File: config.mk
export PLATFORM = sky130hd
export DESIGN_NAME = gis_global_status
export DESIGN_NICKNAME = d
export VERILOG_FILES = /design/src/gis_pkg.sv /design/src/gis_src_if.sv /design/src/gis_global_status.sv /design/src/gis_src_encoder.sv
export SDC_FILE = /design/constraint.sdc
export NUM_CORES = 1
export LEC_CHECK = 0
export BUFFER_PORTS_ARGS = -buffer_cell sky130_fd_sc_hd__buf_2
export CORE_MARGIN = 3
export CORE_UTILIZATION = 30
export DETAILED_ROUTE_END_ITERATION = 7
export PLACE_DENSITY = 0.6
export RECOVER_POWER = 100
export SYNTH_ARGS = -nofsm -noshare
export SYNTH_HDL_FRONTEND = slang
export SYNTH_SLANG_ARGS = --single-unit
export TNS_END_PERCENT = 100
File: constraint.sdc
create_clock -name CLK_IN -period 1.7 [get_ports CLK_IN]
set_input_delay 0.34 -clock CLK_IN [delete_from_list [all_inputs] [get_ports CLK_IN]]
set_output_delay 0.34 -clock CLK_IN [all_outputs]
set_load 0.02 [all_outputs]
File: src/gis_pkg.sv
package gis_pkg;

  // ----------------------------------------
  // Register map, byte addresses
  // ----------------------------------------
  localparam logic [10:0] STATUS_OFS      = 11'h080;
  localparam logic [10:0] TIMER_CMD_OFS   = 11'h084;
  localparam logic [10:0] MPIN_LVL_LO_OFS = 11'h090;
  localparam logic [10:0] MPIN_LVL_HI_OFS = 11'h096;
  localparam logic [10:0] CH1_BASE        = 11'h400;
  // Channel register offsets, 16550 layout
  localparam logic [10:0] RX_HOLD_OFS     = 11'h000;
  localparam logic [10:0] IRQ_STAT_OFS    = 11'h002;
  localparam logic [10:0] LINE_STAT_OFS   = 11'h005;
  localparam logic [10:0] MODEM_STAT_OFS  = 11'h006;

  // ----------------------------------------
  // Status word layout
  // ----------------------------------------
  localparam int          PEND_LSB        = 0;
  localparam int          CODE0_LSB       = 8;
  localparam int          CODE1_LSB       = 11;
  localparam int          LSR_ERR_HI      = 4;
  localparam int          LSR_ERR_LO      = 1;
  localparam logic [31:0] STATUS_RESET    = 32'h0000_0000;

  // ----------------------------------------
  // Source codes, priority 1 is best
  // ----------------------------------------
  localparam logic [2:0]  CODE_NONE       = 3'h0;
  localparam logic [2:0]  CODE_RX         = 3'h1;
  localparam logic [2:0]  CODE_RX_TIMEOUT = 3'h2;
  localparam logic [2:0]  CODE_TX         = 3'h3;
  localparam logic [2:0]  CODE_MODEM      = 3'h4;
  localparam logic [2:0]  CODE_MPIN       = 3'h6;
  localparam logic [2:0]  CODE_TIMER      = 3'h7;

endpackage

File: src/gis_src_if.sv
`timescale 1ns/1ns
`default_nettype none

// ----------------------------------------
// One channel's service requests and result
// ----------------------------------------
interface gis_src_if;
  logic       rx_ready;
  logic [3:0] line_err;
  logic       rx_timeout;
  logic       tx_ready;
  logic       modem_delta;
  logic       xon_xoff;
  logic       special_char;
  logic       mpin_irq;
  logic       timer_irq;
  logic [2:0] code;
  logic       pending;

  modport src (
    output rx_ready, line_err, rx_timeout, tx_ready, modem_delta,
           xon_xoff, special_char, mpin_irq, timer_irq,
    input  code, pending
  );
  modport enc (
    input  rx_ready, line_err, rx_timeout, tx_ready, modem_delta,
           xon_xoff, special_char, mpin_irq, timer_irq,
    output code, pending
  );
endinterface

`default_nettype wire

File: src/gis_global_status.sv
`timescale 1ns/1ns
`default_nettype none

// ----------------------------------------
// Global interrupt status
// ----------------------------------------
// Overview of operation
// - Pending byte bit 0 flags channel 0, bit 1 channel 1, rest zero.
// - Pending bit rises on any rx, tx, line or modem request of channel.
// - Pending bit drops once host read clears the channel's underlying source.
// - Three-bit source code: channel 0 in bits 10:8, channel 1 in 13:11.
// - Wake-up, timer and multipin sources show only in channel 0 code.
// - Code 000 means nothing pending, or wake-up on channel 0.
// - Code 001 is rx ready or line status; code 010 rx time-out.
// - Line status condition is the OR of line status bits 4 to 1.
// - Code 011 is transmit ready; code 100 modem, flow or character events.
// - Code 101 unused; 110 multipin, 111 timer, channel 0 only.
// - Several sources pending: report the best priority, 1 highest.
// - Wake-up raised on leaving sleep only if both channels had slept.
// - Reading the pending byte clears the wake-up indication.
// - Whole status word is zero after reset.
// - Rx ready and rx time-out clear when the receive data is read.
// - Line status source clears after reading the line status register.
// - Transmit ready clears after reading the channel irq status register.
// - Modem and flow-line sources clear after reading modem status register.
// - Xon/Xoff and special character clear after irq status register read.
// - Timer source clears after reading the timer command register.
// - Multipin source clears after reading the multipin level register.
// - Pending byte and both codes form one word at 0x0080.

module gis_global_status (
  input  wire  logic            CLK_IN,
  input  wire  logic            RST_N_IN,
  // Register access, dword address plus byte lanes
  input  wire  logic            REG_RD_IN,
  input  wire  logic            REG_WR_IN,
  input  wire  logic [10:2]     REG_ADDR_IN,
  input  wire  logic [3:0]      REG_BE_IN,
  output logic       [31:0]     REG_RDATA_OUT,
  output logic                  REG_RVALID_OUT,
  // Per-channel requests from the UART logic
  input  wire  logic [1:0]      RX_DATA_READY_IN,
  input  wire  logic [1:0][7:0] LINE_STATUS_IN,
  input  wire  logic [1:0]      RX_TIMEOUT_IN,
  input  wire  logic [1:0]      TX_SPACE_READY_IN,
  input  wire  logic [1:0]      MODEM_DELTA_IN,
  input  wire  logic [1:0]      XON_XOFF_DET_IN,
  input  wire  logic [1:0]      SPECIAL_CHAR_IN,
  // Device-wide requests
  input  wire  logic            TIMER_IRQ_IN,
  input  wire  logic            MULTIPIN_IRQ_IN,
  input  wire  logic [1:0]      CH_SLEEP_IN,
  // Status and read-clear strobes
  output logic       [31:0]     GLOBAL_STATUS_OUT,
  output logic                  WAKE_PENDING_OUT,
  output logic       [1:0]      CH_RX_READ_OUT,
  output logic       [1:0]      CH_LSR_READ_OUT,
  output logic       [1:0]      CH_ISR_READ_OUT,
  output logic       [1:0]      CH_MSR_READ_OUT,
  output logic                  TIMER_CMD_READ_OUT,
  output logic                  MULTIPIN_LEVEL_READ_OUT
);

  // ----------------------------------------
  // State
  // ----------------------------------------
  typedef struct packed {
    logic [31:0] status;
    logic [31:0] rdata;
    logic        rvalid;
    logic        wake;
    logic        both_asleep;
    logic [1:0]  rx_rd;
    logic [1:0]  lsr_rd;
    logic [1:0]  isr_rd;
    logic [1:0]  msr_rd;
    logic        timer_rd;
    logic        mpin_rd;
  } gis_state_t;

  localparam gis_state_t STATE_RESET = '{
    status:      gis_pkg::STATUS_RESET,
    rdata:       32'h0000_0000,
    rvalid:      1'b0,
    wake:        1'b0,
    both_asleep: 1'b0,
    rx_rd:       2'h0,
    lsr_rd:      2'h0,
    isr_rd:      2'h0,
    msr_rd:      2'h0,
    timer_rd:    1'b0,
    mpin_rd:     1'b0
  };

  gis_state_t st_q;
  gis_state_t st_d;

  // ----------------------------------------
  // Address decode
  // ----------------------------------------
  // Byte read at a given byte offset within the dword access
  function automatic logic byte_rd(input logic [10:2] a,
                                   input logic [3:0]  be,
                                   input logic [10:0] ofs);
    byte_rd = (a == ofs[10:2]) && be[ofs[1:0]];
  endfunction

  // Configuration space is seen from both channel halves
  function automatic logic cfg_rd(input logic [10:2] a,
                                  input logic [3:0]  be,
                                  input logic [10:0] ofs);
    cfg_rd = byte_rd(a, be, ofs) | byte_rd(a, be, ofs | gis_pkg::CH1_BASE);
  endfunction

  // Channel register read, channel selected by the base
  function automatic logic ch_rd(input logic [10:2] a,
                                 input logic [3:0]  be,
                                 input logic        ch,
                                 input logic [10:0] ofs);
    logic [10:0] base;
    base  = ch ? gis_pkg::CH1_BASE : 11'h000;
    ch_rd = byte_rd(a, be, base | ofs);
  endfunction

  // Receive FIFO windows, plain and with errors, above the registers
  function automatic logic fifo_rd(input logic [10:2] a,
                                   input logic        ch);
    fifo_rd = (a[10] == ch) && (a[9:8] != 2'h0);
  endfunction

  // ----------------------------------------
  // Channel encoders
  // ----------------------------------------
  gis_src_if ch0_if ();
  gis_src_if ch1_if ();

  assign ch0_if.rx_ready     = RX_DATA_READY_IN[0];
  assign ch0_if.line_err     = LINE_STATUS_IN[0][gis_pkg::LSR_ERR_HI:gis_pkg::LSR_ERR_LO];
  assign ch0_if.rx_timeout   = RX_TIMEOUT_IN[0];
  assign ch0_if.tx_ready     = TX_SPACE_READY_IN[0];
  assign ch0_if.modem_delta  = MODEM_DELTA_IN[0];
  assign ch0_if.xon_xoff     = XON_XOFF_DET_IN[0];
  assign ch0_if.special_char = SPECIAL_CHAR_IN[0];
  assign ch0_if.mpin_irq     = MULTIPIN_IRQ_IN;
  assign ch0_if.timer_irq    = TIMER_IRQ_IN;

  assign ch1_if.rx_ready     = RX_DATA_READY_IN[1];
  assign ch1_if.line_err     = LINE_STATUS_IN[1][gis_pkg::LSR_ERR_HI:gis_pkg::LSR_ERR_LO];
  assign ch1_if.rx_timeout   = RX_TIMEOUT_IN[1];
  assign ch1_if.tx_ready     = TX_SPACE_READY_IN[1];
  assign ch1_if.modem_delta  = MODEM_DELTA_IN[1];
  assign ch1_if.xon_xoff     = XON_XOFF_DET_IN[1];
  assign ch1_if.special_char = SPECIAL_CHAR_IN[1];
  // Global sources never reach channel 1
  assign ch1_if.mpin_irq     = 1'b0;
  assign ch1_if.timer_irq    = 1'b0;

  gis_src_encoder u_enc0 (
    .s (ch0_if)
  );

  gis_src_encoder u_enc1 (
    .s (ch1_if)
  );

  // ----------------------------------------
  // Next state
  // ----------------------------------------
  logic       rd;
  logic       pend_rd;
  logic       all_asleep;
  logic [1:0] rx_rd;
  logic [1:0] lsr_rd;
  logic [1:0] isr_rd;
  logic [1:0] msr_rd;

  assign rd         = REG_RD_IN;
  assign all_asleep = &CH_SLEEP_IN;
  assign pend_rd    = rd && cfg_rd(REG_ADDR_IN, REG_BE_IN, gis_pkg::STATUS_OFS);

  for (genvar c = 0; c < 2; c++) begin : g_ch
    assign rx_rd[c]  = rd && (ch_rd(REG_ADDR_IN, REG_BE_IN, c[0], gis_pkg::RX_HOLD_OFS)
                             || fifo_rd(REG_ADDR_IN, c[0]));
    assign lsr_rd[c] = rd && ch_rd(REG_ADDR_IN, REG_BE_IN, c[0], gis_pkg::LINE_STAT_OFS);
    assign isr_rd[c] = rd && ch_rd(REG_ADDR_IN, REG_BE_IN, c[0], gis_pkg::IRQ_STAT_OFS);
    assign msr_rd[c] = rd && ch_rd(REG_ADDR_IN, REG_BE_IN, c[0], gis_pkg::MODEM_STAT_OFS);
  end

  always_comb begin
    st_d = st_q;

    // Word built fresh each cycle, so reserved bits stay zero
    st_d.status = 32'h0000_0000;
    st_d.status[gis_pkg::PEND_LSB]     = ch0_if.pending;
    st_d.status[gis_pkg::PEND_LSB + 1] = ch1_if.pending;
    st_d.status[gis_pkg::CODE0_LSB +: 3] = ch0_if.code;
    st_d.status[gis_pkg::CODE1_LSB +: 3] = ch1_if.code;

    // Arm on both asleep, fire on the wake that follows
    st_d.both_asleep = all_asleep;
    if (st_q.both_asleep && !all_asleep) begin
      st_d.wake = 1'b1;
    end else if (pend_rd) begin
      st_d.wake = 1'b0;
    end

    // Return the word as it stood before any clear lands
    st_d.rvalid = rd;
    if (rd) begin
      st_d.rdata = cfg_rd(REG_ADDR_IN, 4'hf, gis_pkg::STATUS_OFS) ? st_q.status
                                                                  : 32'h0000_0000;
    end
    // Writes are dropped; REG_WR_IN only holds rdata at its old value when a read comes in the same cycle
    if (REG_WR_IN) begin
      st_d.rdata = st_q.rdata;
    end

    // Read strobes that let the owners clear their sources
    st_d.rx_rd    = rx_rd;
    st_d.lsr_rd   = lsr_rd;
    st_d.isr_rd   = isr_rd;
    st_d.msr_rd   = msr_rd;
    st_d.timer_rd = rd && cfg_rd(REG_ADDR_IN, REG_BE_IN, gis_pkg::TIMER_CMD_OFS);
    st_d.mpin_rd  = rd && (cfg_rd(REG_ADDR_IN, REG_BE_IN, gis_pkg::MPIN_LVL_LO_OFS)
                          || cfg_rd(REG_ADDR_IN, REG_BE_IN, gis_pkg::MPIN_LVL_HI_OFS));
  end

  // ----------------------------------------
  // Registers
  // ----------------------------------------
  always_ff @(posedge CLK_IN or negedge RST_N_IN) begin
    if (!RST_N_IN) begin
      st_q <= STATE_RESET;
    end else begin
      st_q <= st_d;
    end
  end

  // ----------------------------------------
  // Outputs
  // ----------------------------------------
  assign REG_RDATA_OUT           = st_q.rdata;
  assign REG_RVALID_OUT          = st_q.rvalid;
  assign GLOBAL_STATUS_OUT       = st_q.status;
  assign WAKE_PENDING_OUT        = st_q.wake;
  assign CH_RX_READ_OUT          = st_q.rx_rd;
  assign CH_LSR_READ_OUT         = st_q.lsr_rd;
  assign CH_ISR_READ_OUT         = st_q.isr_rd;
  assign CH_MSR_READ_OUT         = st_q.msr_rd;
  assign TIMER_CMD_READ_OUT      = st_q.timer_rd;
  assign MULTIPIN_LEVEL_READ_OUT = st_q.mpin_rd;

endmodule

`default_nettype wire

File: src/gis_src_encoder.sv
`timescale 1ns/1ns
`default_nettype none

// ----------------------------------------
// Priority encoder for one channel
// ----------------------------------------
module gis_src_encoder (
  gis_src_if.enc s
);
  logic rx_any;
  logic modem_any;

  assign rx_any    = s.rx_ready | (|s.line_err);
  assign modem_any = s.modem_delta | s.xon_xoff | s.special_char;
  // Device-wide sources do not mark the channel as needing service
  assign s.pending = rx_any | s.rx_timeout | s.tx_ready | modem_any;

  always_comb begin
    // Best priority first; wake-up shares the idle code
    if (rx_any) begin
      s.code = gis_pkg::CODE_RX;
    end else if (s.rx_timeout) begin
      s.code = gis_pkg::CODE_RX_TIMEOUT;
    end else if (s.tx_ready) begin
      s.code = gis_pkg::CODE_TX;
    end else if (modem_any) begin
      s.code = gis_pkg::CODE_MODEM;
    end else if (s.mpin_irq) begin
      s.code = gis_pkg::CODE_MPIN;
    end else if (s.timer_irq) begin
      s.code = gis_pkg::CODE_TIMER;
    end else begin
      s.code = gis_pkg::CODE_NONE;
    end
  end
endmodule

`default_nettype wire

==> summary.md <==
| Metric | Value |
|---|---|
| Drt initial violations | 26 |
| Fraction of registers with async set/reset | 100% |
| H-tree levels | 2 |
| Final WL | 3070 um |
| Power Total | approximately 0.0015 W |
| Flops & latches, synth | 29 |
| Num CTS Buffers | 5 |
| Final HPWL DP | 2530 um |
| Design Area, Final | 0.00183 mm^2 |
| DR vias | 1200 |
| Post-CTS resize count | 0 |
| Most common cell in the synthesized netlist | buf_4 |
| Placed cell area | 0.00179 mm^2 |
| Worst flop-to-flop path startpoint | WAKE_PENDING_OUT |
| RePlAce Congestion | 0.731 |
| Final core area utilization | 33.1% |
| Clock transition at path regs | approximately 0.060 ns |
| DP Cell Count | 300 |
| Startpoint Class | input port |
| CTS tree | built |
| Worst ir drop on vdd | roughly 330 uV |
| Num ports | 125 |
| First-pass DRT Iterations | 3 |
| Synthesized area | roughly 0.0017 mm^2 |
| Largest net degree at the start of global routing | 30 |
| Initial antenna violation count | 0 |
| RSZ-0062 raised after global routing | no |
| Max_cap viols | 0 |
| GR Overflow Total | 0 |
| Leakage Power | a little over 0.9 nW |
| Final Hold Fails | 0 |
| Sequential area share after synthesis | 41.9% |
| Number of I/O port buffers | 67 |
| Post-synth top area share | 41.9% |
| Main synth FF type | dfrtp_1 |
| Endpoint type of the worst setup path | register |
| Worst-Margin Slew | 0.762 ns |
| CTS Buffer Depth | 2 |
| DRC Markers | 0 |
| Setup crit end | WAKE_PENDING_OUT |
| First-pass GRT wire length | 4460 um |
| Die ar. | 0.00671 mm^2 |
| Yosys warnings | 0 |
| Critical Path Source | REG_ADDR_IN[2] |
| Tmin final | 1.45 ns |
| EDFF count, synth | 0 |
| ANT nets after route | 0 |
| Status | complete, no violations |
| Syn_area_per_cell | 9.25 um^2 |
| Clk root buf | clkbuf_8 |
| Hold_buf cts | 0 |
| Total negative slack | 0 ns |
| Fillcell total | 609 |
| Worst R2R Path Depth | 2 |
| Share of cells above drive strength 1 | 21.2% |
| Num rows | 27 |
| Syn Inst Count | ~190 |
| CTS Sinks | 29 |
| Layout Cells excl Fill | 308 |
| Area of the multi-input gates | 601 um^2 |
| Net count, final | between 200 and 300 |
| R2r endpoint | WAKE_PENDING_OUT |
| Worst Clk Skew | 0.00144 ns |
| Die W | 81.9 um |
| Fin. max-slew vios | 0 |
| Synthesis-to-layout area growth | 5.93% |
| Fmax | around 690 MHz |
| Max Fanout on Critical Path | 9 |
| Via count of the first global-routing pass | 997 |
| Critical path data arrival time | between 1.5 and 2 ns |
| Antenna diodes | 0 |
| Initial Util | 31.2% |
| Rel. slew slack | 48.7% |
| Synth cell count leaders | buf_4 (72), dfrtp_1 (29), nand2_1 (23) |
| WP data required | between 1.5 and 2 ns |
| Period utilization | 85.1% |
| Die height | between 80 and 90 um |
| Library cells used by synthesis | 29 |
| Via density | a little under 4 |
| Synth area leaders | dfrtp_1 (42%), buf_4 (31%), nand2_1 (5.0%) |
| Cell taking the most area after synthesis | dfrtp_1 |
| Min-Delay Path Class | input port to async pin |
| Register area | around 730 um^2 |
| Core ar. | 0.00554 mm^2 |
| Setup Buffers After CTS | 0 |
| Final setup viols | 0 |
| R2r setup slk | around 0.84 ns |
| Worst skew pair latency | approximately 0.27 ns |
| Worst Path Class, Setup | input port to register |
| Tot GR Track Use | ~9% |
| Power density over the cells | approximately 830 mW/mm^2 |
| Wire per inst | around 10 um |
routing by layer:
layer | track usage [%] | share of wire, % | vias to the layer above
met3 | 2.74 | 15 | 6
met1 | 10.3 | 39 | 532
li1 | - | - | 584
met4 | 5.98 | 2.9 | 0
met2 | 13.8 | 43 | 78
met5 | 0 | 0 | -
worst max-delay path: stages:
cell      delay, ns
buf_2          0.12
nor4_1         0.67
nand4b_4       0.25
a21o_1         0.23
logic make-up (layout without fill, tap and decap cells):
| group | after synthesis | after routing | share of synthesized area [%] |
|---|---|---|---|
| buf+inv | 77 | 79 | 32.3 |
| simple gates | 62 | 62 | 18.9 |
| flops | 29 | 29 | 41.9 |
| compound gates | 17 | 17 | 5.93 |
| other cells | 1 | 48 | 0.217 |
| mux | 1 | 1 | 0.651 |
power by group:
part | switching (W) | internal (W)
Sequential | 0.00000249 | 0.000698
Clock | 0.000243 | 0.000365
Combinational | 0.000167 | 0.0000521
cell type report:
cell class | count | area share, %
tap | 72 | 4.91
clock inverter | 1 | 0.273
clock buffer | 7 | 5.26
inverter | 3 | 0.614
timing repair buffer | 68 | 16.6
sequential | 29 | 39.6
multi-input combinational | 128 | 32.8
flip-flops by register name, indices dropped and copies added (netlist names):
| register | count |
|---|---|
| CH_ISR_READ_OUT | 2 |
| WAKE_PENDING_OUT | 1 |
| CH_RX_READ_OUT | 2 |
| st_q | 1 |
| TIMER_CMD_READ_OUT | 1 |
| CH_LSR_READ_OUT | 2 |
| MULTIPIN_LEVEL_READ_OUT | 1 |
| CH_MSR_READ_OUT | 2 |
| GLOBAL_STATUS_OUT | 8 |
| REG_RVALID_OUT | 1 |
| REG_RDATA_OUT | 8 |
how the worst min path moves through the flow:
stage	cells after the start	endpoint	slack (ns)
after floorplan	0	CH_ISR_READ_OUT[0]	0.04
after global placement	1	CH_LSR_READ_OUT[1]	0.39
after detailed placement	1	CH_MSR_READ_OUT[0]	0.39
after CTS	1	MULTIPIN_LEVEL_READ_OUT	0.09
after global routing	1	MULTIPIN_LEVEL_READ_OUT	0.13
final	1	CH_MSR_READ_OUT[0]	0.07
metrics by stage:
step,setup slack [ns],hold slack [ns]
6_report,0.254,0.0735
3_3_place_gp,0.174,0.390
4_1_cts,0.504,0.0898
3_5_place_dp,0.236,0.391
2_1_floorplan,0.545,0.0444
5_1_grt,0.188,0.126
placed cells by master, fill, tap and decap left out, types with 2 or more instances in the layout:
cell      instances
nand3_1           3
nand4_1           2
conb_1           48
buf_2            36
clkbuf_8          7
nand2b_1          2
nand2_1          23
nor2_1           15
nor3_1            6
nor4_1            3
dfrtp_1          29
o21ai_0          11
clkbuf_1         31
inv_1             3
Note: power is estimated with default switching activity, not from simulation.
